<file path="config.mk">
export PLATFORM = sky130hd
export DESIGN_NAME = long_press_reset_timer
export DESIGN_NICKNAME = d
export VERILOG_FILES = /design/src/rtl/lpr_timer_pkg.sv /design/src/rtl/pin_sync.sv /design/src/rtl/long_press_reset_timer.sv
export SDC_FILE = /design/constraint.sdc
export NUM_CORES = 1
export LEC_CHECK = 0
export BUFFER_PORTS_ARGS = -buffer_cell sky130_fd_sc_hd__buf_2
export CORE_ASPECT_RATIO = 1.75
export CORE_MARGIN = 8
export CORE_UTILIZATION = 55
export CTS_CLUSTER_SIZE = 20
export DETAILED_ROUTE_END_ITERATION = 7
export PLACE_DENSITY = 0.72
export SLEW_MARGIN = 20
export SYNTH_ARGS = -nofsm -noshare
export SYNTH_HDL_FRONTEND = slang
export SYNTH_SLANG_ARGS = --single-unit
</file>
<file path="constraint.sdc">
create_clock -name clk_sys -period 4.4 [get_ports clk_sys]
set_input_delay 0.22 -clock clk_sys [delete_from_list [all_inputs] [get_ports clk_sys]]
set_output_delay 0.22 -clock clk_sys [all_outputs]
set_load 0.1 [all_outputs]
</file>
<file path="src/rtl/lpr_timer_pkg.sv">
// Summary of operation
// - Delay select low picks 7.5 s, high picks 11.25 s.
// - Delay is counted from prescaled oscillator ticks (one per 256 clocks) in a two-stage 21-bit counter.
// - Counting runs only while both button inputs are low.
// - Either button returning high stops counting and clears the count.
// - Release before the delay leaves both reset outputs inactive.
// - Count past the delay pulls the open-drain reset output low.
// - Count past the delay drives the push-pull reset output high.
// - After asserting, counting stops; outputs hold while both inputs stay low.
// - Either input high after assertion clears timer and deasserts outputs.
// - Inactive: open-drain released high, push-pull low.
`default_nettype none

package lpr_timer_pkg;

    // ------------------------------------------------------------------
    // Timing constants
    // ------------------------------------------------------------------
    localparam longint unsigned CLK_HZ         = 64'd40_000_000;
    localparam longint unsigned SHORT_DELAY_MS = 64'd7_500;
    localparam longint unsigned LONG_DELAY_MS  = 64'd11_250;
    localparam int unsigned     CNT_BITS       = 21;
    localparam int unsigned     LOW_BITS       = 10;
    localparam int unsigned     HIGH_BITS      = CNT_BITS - LOW_BITS;
    // Prescaler width; it only has to hold the largest divide ratio.
    localparam int unsigned     DIV_BITS       = 16;
    // Oscillator clocks per counter step; counter steps are the prescaler ticks.
    localparam longint unsigned TICK_DIV       = 64'd256;
    localparam longint unsigned SHORT_STEPS    = SHORT_DELAY_MS * CLK_HZ / 64'd1000 / TICK_DIV;
    localparam longint unsigned LONG_STEPS     = LONG_DELAY_MS * CLK_HZ / 64'd1000 / TICK_DIV;

    typedef enum logic [1:0] {IDLE, COUNTING, ASSERTED} timer_state_t;

endpackage

`default_nettype wire

</file>
<file path="src/rtl/pin_sync.sv">
`default_nettype none

// ----------------------------------------------------------------------
// Three-stage pin synchroniser with agreement filter
// ----------------------------------------------------------------------
module pin_sync #(
    parameter logic RESET_VAL = 1'b1
) (
    input  wire logic clk_sys,
    input  wire logic resetn,
    input  wire logic pinIn,
    output logic      pinOut
);

    logic [2:0] stage_q;
    logic [2:0] stage_d;
    logic       out_q;
    logic       out_d;

    // Stage 0 feeds only stage 1; stages 1 and 2 must agree before a change counts.
    always_comb
    begin
        stage_d = {stage_q[1:0], pinIn};
        out_d   = (stage_q[2] == stage_q[1]) ? stage_q[2] : out_q;
    end

    // Register the chain.
    always_ff @(posedge clk_sys or negedge resetn)
    begin
        if (!resetn)
        begin
            stage_q <= {3{RESET_VAL}};
            out_q   <= RESET_VAL;
        end
        else
        begin
            stage_q <= stage_d;
            out_q   <= out_d;
        end
    end

    assign pinOut = out_q;

endmodule

`default_nettype wire

</file>
<file path="src/rtl/long_press_reset_timer.sv">
`default_nettype none

// ----------------------------------------------------------------------
// Long-press reset timer
// ----------------------------------------------------------------------
module long_press_reset_timer
    import lpr_timer_pkg::*;
#(
    parameter longint unsigned SHORT_STEP_COUNT = lpr_timer_pkg::SHORT_STEPS,
    parameter longint unsigned LONG_STEP_COUNT  = lpr_timer_pkg::LONG_STEPS,
    parameter longint unsigned TICK_DIVIDE      = lpr_timer_pkg::TICK_DIV
) (
    input  wire logic clk_sys,
    input  wire logic resetn,
    input  wire logic primary_button_n,
    input  wire logic secondary_button_n,
    input  wire logic delay_select,
    input  wire logic scan_test_pin,
    output logic      od_reset_out_n,
    output logic      od_reset_oe,
    output logic      pp_reset_out
);

    localparam logic [CNT_BITS-1:0] SHORT_TC = SHORT_STEP_COUNT[CNT_BITS-1:0];
    localparam logic [CNT_BITS-1:0] LONG_TC  = LONG_STEP_COUNT[CNT_BITS-1:0];
    localparam logic [DIV_BITS-1:0] DIV_TC   = DIV_BITS'(TICK_DIVIDE - 64'd1);

    // ------------------------------------------------------------------
    // Input synchronisers
    // ------------------------------------------------------------------
    logic btnPrimN;
    logic btnSecN;
    logic selSync;

    pin_sync #(.RESET_VAL(1'b1)) u_sync_prim (
        .clk_sys (clk_sys),
        .resetn  (resetn),
        .pinIn   (primary_button_n),
        .pinOut  (btnPrimN)
    );

    pin_sync #(.RESET_VAL(1'b1)) u_sync_sec (
        .clk_sys (clk_sys),
        .resetn  (resetn),
        .pinIn   (secondary_button_n),
        .pinOut  (btnSecN)
    );

    pin_sync #(.RESET_VAL(1'b0)) u_sync_sel (
        .clk_sys (clk_sys),
        .resetn  (resetn),
        .pinIn   (delay_select),
        .pinOut  (selSync)
    );

    // The scan pin only steers test logic outside this block; it is held low.
    logic scanUnused;
    assign scanUnused = scan_test_pin;

    // ------------------------------------------------------------------
    // Timer state
    // ------------------------------------------------------------------
    timer_state_t          state_q,   state_d;
    logic [DIV_BITS-1:0]   div_q,     div_d;
    logic [LOW_BITS-1:0]   cntLow_q,  cntLow_d;
    logic [HIGH_BITS-1:0]  cntHigh_q, cntHigh_d;
    logic                  selLong_q, selLong_d;
    logic                  odOe_q,    odOe_d;
    logic                  odVal_q,   odVal_d;
    logic                  pp_q,      pp_d;
    logic                  bothLow;
    logic                  countEn;
    logic                  tick;
    logic                  lowWrap;
    logic                  termHit;
    logic [CNT_BITS-1:0]   count;
    logic [CNT_BITS-1:0]   termCount;

    // Shared decodes. A single low button never reaches the counter.
    assign bothLow   = !btnPrimN && !btnSecN;
    assign countEn   = (state_q == COUNTING) && bothLow;
    assign tick      = (div_q == DIV_TC);
    assign count     = {cntHigh_q, cntLow_q};
    assign lowWrap   = &cntLow_q;
    assign termCount = selLong_q ? LONG_TC : SHORT_TC;
    assign termHit   = (count >= termCount);

    // ------------------------------------------------------------------
    // Oscillator prescaler
    // ------------------------------------------------------------------

    // The prescaler only runs during a timed press; idle or asserted, it is
    // parked at zero so that the next press always starts on a full period.
    always_comb
    begin
        div_d = '0;
        if (countEn && !tick)
        begin
            div_d = div_q + 1'b1;
        end
    end

    // Register the prescaler.
    always_ff @(posedge clk_sys or negedge resetn)
    begin
        if (!resetn)
        begin
            div_q <= '0;
        end
        else
        begin
            div_q <= div_d;
        end
    end

    // ------------------------------------------------------------------
    // Two-stage step counter
    // ------------------------------------------------------------------

    // The low stage steps on each prescaler tick and carries into the high
    // stage when it wraps. Stepping stops at the terminal value, so an
    // asserted timer holds a steady count until a button is let go.
    always_comb
    begin
        cntLow_d  = cntLow_q;
        cntHigh_d = cntHigh_q;
        if (!bothLow)
        begin
            // Either button up: the next press starts from zero.
            cntLow_d  = '0;
            cntHigh_d = '0;
        end
        else if (countEn && tick && !termHit)
        begin
            cntLow_d = cntLow_q + 1'b1;
            if (lowWrap)
            begin
                cntHigh_d = cntHigh_q + 1'b1;
            end
        end
    end

    // Register both counter stages.
    always_ff @(posedge clk_sys or negedge resetn)
    begin
        if (!resetn)
        begin
            cntLow_q  <= '0;
            cntHigh_q <= '0;
        end
        else
        begin
            cntLow_q  <= cntLow_d;
            cntHigh_q <= cntHigh_d;
        end
    end

    // ------------------------------------------------------------------
    // Press tracking and reset outputs
    // ------------------------------------------------------------------

    // The delay select is captured on the press, not followed, so a strap
    // that moves in mid-press cannot stretch or cut the interval.
    always_comb
    begin
        state_d   = state_q;
        selLong_d = selLong_q;
        odOe_d    = odOe_q;
        odVal_d   = odVal_q;
        pp_d      = pp_q;
        unique case (state_q)
            IDLE:
            begin
                if (bothLow)
                begin
                    state_d   = COUNTING;
                    selLong_d = selSync;
                end
            end
            COUNTING:
            begin
                if (!bothLow)
                begin
                    // Early release: back to idle, outputs never move.
                    state_d = IDLE;
                end
                else if (tick && termHit)
                begin
                    // Count has reached N: assert and stop counting.
                    state_d = ASSERTED;
                    odOe_d  = 1'b1;
                    odVal_d = 1'b0;
                    pp_d    = 1'b1;
                end
            end
            ASSERTED:
            begin
                if (!bothLow)
                begin
                    state_d = IDLE;
                    odOe_d  = 1'b0;
                    odVal_d = 1'b1;
                    pp_d    = 1'b0;
                end
            end
        endcase
    end

    // Register the control state; reset leaves both outputs inactive.
    always_ff @(posedge clk_sys or negedge resetn)
    begin
        if (!resetn)
        begin
            state_q   <= IDLE;
            selLong_q <= 1'b0;
            odOe_q    <= 1'b0;
            odVal_q   <= 1'b1;
            pp_q      <= 1'b0;
        end
        else
        begin
            state_q   <= state_d;
            selLong_q <= selLong_d;
            odOe_q    <= odOe_d;
            odVal_q   <= odVal_d;
            pp_q      <= pp_d;
        end
    end

    // Open-drain pin: the value is low whenever the enable is high, so the
    // pin can only ever pull down; the host's pull-up gives the high level.
    assign od_reset_out_n = odVal_q;
    assign od_reset_oe    = odOe_q;
    assign pp_reset_out   = pp_q;

endmodule

`default_nettype wire

</file>
* Word level (Yosys, flattened, before mapping)
Cells that the tools add are included.
Operators by class: multiplexer cells 20, equality and inequality tests 13, reductions and logical operators 17, order comparisons 1, add/subtract/negate cells 3
Operator list (count):
- $mux 11 | 3
- $ge 21x21->1 | 1
- $mux 10 | 2
- $mux 20 | 1
- $add 16x1->16 const B | 1
- $eq 16x8->1 const B | 1
- $mux 16 | 1
- $add 11x1->11 const B | 1
- $add 10x1->10 const B | 1
- $reduce_and 10->1 | 1
- $mux 2 | 4
- $logic_and 1x1->1 | 6
- $mux 1 | 6
- $ne 2x1->1 const B | 3
- $ne 2x2->1 const B | 3
- $pmux 2 s3 | 1
- $logic_not 1->1 | 4
- $pmux 1 s2 | 2
- $reduce_and 2->1 | 2
- $reduce_and 4->1 | 1
- $eq 1x1->1 | 3
- $ne 3x2->1 const B | 1
- $reduce_and 3->1 | 1
- $eq 2x1->1 const B | 1
- 3 further kinds | 3
Word-level totals: input bits 6, logic and storage cells 67, output and inout port bits 3, flip-flop bits (word level) 54

* Logic depth before layout (Yosys ltp)
word-level depth 7, mapped depth 10, mapped depth without buffers 8

* Modules after synthesis
Synthesis repeated with hierarchy kept, for this count alone.
Unflattened totals: cells, all modules 297, area total of the unflattened synthesis 2925.3 um^2
Modules (own cells, without submodules):
- long_press_reset_timer | sequential area each 1052.3 um^2, cells each 282, times used 1, area an instance 2581.2 um^2
- pin_sync at u_sync_prim ... | sequential area each 105.1 um^2, cells each 5, times used 2, area an instance 116.4 um^2
- pin_sync at u_sync_sel | sequential area each 100.1 um^2, cells each 5, times used 1, area an instance 111.4 um^2

* Least setup slack after synthesis
Ideal clock, no wire load.
kind register to register, start point register selLong_q, end point register cntHigh_q[7], data arrival time 2.535 ns, slack 1.787 ns, data required time 4.322 ns, buffers on the path 1, library setup time 0.078 ns, cell stages (with the launch flop) 10, clock period less this slack 2.613 ns, path through dfrtp_1 -> inv_1 -> ha_1 -> and4b_1 -> nand3_1 -> o41ai_1 -> or4_1 -> buf_2 -> or4_1 -> a21oi_1
On the way: cells in the longest elaborated chain, start to end 6
RTL lines:
- from (decl) | line long_press_reset_timer.sv:67 | logic selLong_q, selLong_d;
- from (signal assigned) | line long_press_reset_timer.sv:223 | selLong_q <= selLong_d;
- $mux 20 | line long_press_reset_timer.sv:85 | assign termCount = selLong_q ? LONG_TC : SHORT_TC;
- $ge 21x21->1 | line long_press_reset_timer.sv:86 | assign termHit = (count >= termCount);
- $logic_not 1->1 | line long_press_reset_timer.sv:133 | else if (countEn && tick && !termHit)
- $logic_and 1x1->1 | line long_press_reset_timer.sv:133
- $ne 2x1->1 (no line)
- $reduce_and 2->1 (no line)
- to (signal assigned) | line long_press_reset_timer.sv:154 | cntHigh_q <= cntHigh_d;
- to (decl) | line long_press_reset_timer.sv:66 | logic [HIGH_BITS-1:0] cntHigh_q, cntHigh_d;
Every way passes these cells. A chain may end at the register's enable or synchronous reset.

* Worst setup path in the final report
Ends and elaborated chain as after synthesis.

==> results.md <==
- Slew @ Worst Pin: 0.790 ns
- DR DRC count: 0
- # diodes: 0
- Post-synthesis sequential area ratio: 0.471
- Switching Fraction: 0.282
- Hold Path Class: in -> async
- Latest clock arrival within the worst-skew pair: 0.32 ns
- Fill cells: 466
- Synth top area cells: dfrtp_1 39%, ha_1 8.6%, dfstp_2 8.2%
- Final setup fails: 0
- WHS: 0.00910 ns
- Tot Pwr: 1.05 mW
- Final net count: 331
- Die W: 70.8 um
- Psw: 0.295 mW
- Final Cycle Share: 0.746
- Wire per inst: 15.7 um
- Initial antenna violation count: 0
- Main synth FF type: dfrtp_1
- Buf+Inv Stages, Crit Path: 1
- Top post-synthesis cells by count: 45 x dfrtp_1, 29 x nor2_1, 21 x nand2_1
- Final Hold Vio Count: 0
- CP required: 4.65 ns
- Vias in the first global route: 2,249
- Core area: 5170 um^2
- Slew Limit Fails: 0
- Synth async-reset ratio: 1.00
- Mapped Cells: 295
- Synth unique cells: 44
- Cell row count: 35
- CTS-repair resized insts: 0
- Initial Utilization: 0.560
- Vias: 2,221
- Layout cells sized above 1: 0.114
- Gpl congestion: 0.835
- Pin count of the biggest net entering global routing: 55
- Final WL: 5650 um
- TritonCTS Sinks: 54
- Clock skew: 0.0212 ns
- CTS tree: yes
- Dpl hpwl: 3880 um
- CTS Root Cell: clkbuf_8
- Clock power frac: 0.330
- H-tree levels: 2
- Slew HR: 0.473
- Power Internal: 0.752 mW
- Crit. End Element: flip-flop
- Delay-heaviest family, CP: simple AND/OR/NAND/NOR gates
- Global route total overflow: 0
- Number of buffers on the longest clock path: 2
- DR pass1 iterations: 4
- CP Cell Sequence: inv_1 > ha_1 > o21a_1 > o21ai_0 > o41ai_1 > or4_1 > or4_1 > a21oi_1
- Crit path top cell by count: or4_1
- Setup Buffers After CTS: 0
- Peak supply drop: 0.000305 V
- Fin crit period: 3.28 ns
- CTS clk-pin slew, worst paths: 0.11 ns
- Most instantiated library cell after synthesis: dfrtp_1
- Post-synth top area share: 0.389
- Total I/O pin count: 9
- Combinational Power Share: 0.158
- IO buf count: 7
- Avg Inst Size Synth: 9.81 um^2
- Leak: 1.34 nW
- RSZ-0062 raised after global routing: no
- Fmax: 305 MHz
- Synth warn: 0
- R2R Setup Slk: 1.12 ns
- P&R area growth vs syn: 7.70%
- Sequential power share: 0.513
- Levels on crit path: 8
- Vias/cell: 6.15
- R2R cell count: 8
- Die area: 7930 um^2
- First-pass GRT wire length: 9870 um
- Synth Net Count: 321
- Kind of critical path: reg -> reg
- Post-Route Setup TNS: 0 ns
- Max-cap violations: 0
- Post-Syn Area: 2890 um^2
- Critical Path Source Type: flip-flop
- Number of flops mapped to enable cells by yosys: 0
- Synth area leader: dfrtp_1
- Arr. time, crit path: 3.53 ns
- Worst-path fanout max: 27
- Iter 0 DRT Violations: 104
- Global-route total usage across every layer: 0.151
- Final ANT Viol Nets: 0
- Crit-path slowest cell: or4_1
- Crit path largest cell delay: 0.91 ns
- TritonCTS Buffers: 5
- PwrDens: 336 nW/um^2
- #FFs+latches synth: 54
- Run status: finished, final reports clean
- Chip height: 112 um
==> cell families after synthesis <==
family                   share of synthesized area
AO/OA/AOI/OAI                                0.135
XOR/XNOR                                    0.0393
adder cells (fa/ha/maj)                     0.0968
buffers and inverters                       0.0316
flip-flops                                   0.471
multiplexers                               0.00692
AND/OR/NAND/NOR                              0.219
==> per-layer routing <==
layer / up-vias / global-route usage / wire length [um]
li1: 1098 / - / -
met1: 1085 / 0.152 / 2280
met2: 27 / 0.284 / 3100
met3: 11 / 0.0306 / 146
met4: 0 / 0.0713 / 124
met5: - / 0 / 0
==> stage by stage <==
step | instance area, um^2 | instances | worst slack, ns | utilization
finish | 3120 | 361 | 1.12 | 0.603
global route | 3120 | 361 | 0.933 | 0.603
CTS | 3120 | 361 | 1.11 | 0.603
detailed placement | 2970 | 350 | 1.13 | 0.575
global placement | 2970 | 350 | 1.18 | 0.575
floorplan | 2890 | 295 | 1.79 | -
==> placed cells by master, fill, tap and decap left out, types with 10 or more instances in the layout <==
| cell type | netlist | final |
|---|---|---|
| ha_1 | 20 | 20 |
| inv_1 | 11 | 11 |
| o21ai_0 | 17 | 17 |
| a21oi_1 | 20 | 20 |
| nor2_1 | 29 | 29 |
| nand3_1 | 20 | 20 |
| or4_1 | 10 | 10 |
| nand2_1 | 21 | 21 |
| dfrtp_1 | 45 | 45 |
==> state kept, by name (all words and copies together), names as in the netlist <==
register / count
selLong_q: 1
div_q: 16
u_sync_sec.pinOut: 1
od_reset_out_n: 1
u_sync_sel.stage_q: 3
pp_reset_out: 1
cntHigh_q: 11
u_sync_sel.pinOut: 1
u_sync_sec.stage_q: 3
cntLow_q: 10
u_sync_prim.pinOut: 1
u_sync_prim.stage_q: 3
state_q: 2
==> worst paths after layout <==
check	start	endpoint
hold / removal	resetn	cntLow_q[7]$_DFFE_PN0P_
setup reg to reg	selLong_q$_DFFE_PN0P_	cntHigh_q[7]$_DFFE_PN0P_
min in group clk_sys	u_sync_sel.stage_q[0]$_DFF_PN0_	u_sync_sel.stage_q[1]$_DFF_PN0_
max in group asynchronous	resetn	cntHigh_q[0]$_DFFE_PN0P_
hold reg to reg	u_sync_sel.stage_q[0]$_DFF_PN0_	u_sync_sel.stage_q[1]$_DFF_PN0_
setup / recovery	selLong_q$_DFFE_PN0P_	cntHigh_q[7]$_DFFE_PN0P_
==> repair_timing <==
item / CTS / global route
hold endpoints to repair: 3 / 0
hold buffers: 3 / 0
endpoints found under the setup margin: 0 / 0
==> area by class of cell <==
class | instances | area [um^2] | area share
Clock inverter | 3 | 47.5 | 0.0153
Timing Repair Buffer | 13 | 87.6 | 0.0281
Clock buffer | 5 | 68.8 | 0.0221
Sequential cell | 54 | 1360 | 0.437
Inverter | 11 | 41.3 | 0.0132
Multi-Input combinational cell | 220 | 1440 | 0.462
Tap cell | 55 | 68.8 | 0.0221
==> power by group through the flow <==
stage               Sequential [mW]  Clock (mW)  Combinational [mW]
global placement              0.546           0               0.155
global route                  0.540       0.370               0.196
detailed placement            0.547           0               0.163
finish                        0.537       0.345               0.165
CTS                           0.537       0.355               0.167
floorplan                     0.541           0               0.119
==> worst reg2reg max path, stage by stage (launching register included) <==
cell     delay (ns)
dfrtp_1        0.47
inv_1          0.28
ha_1           0.31
o21a_1         0.10
o21ai_0        0.20
o41ai_1        0.16
or4_1          0.91
or4_1          0.63
a21oi_1        0.16
Power figures use the tool's default switching activity.
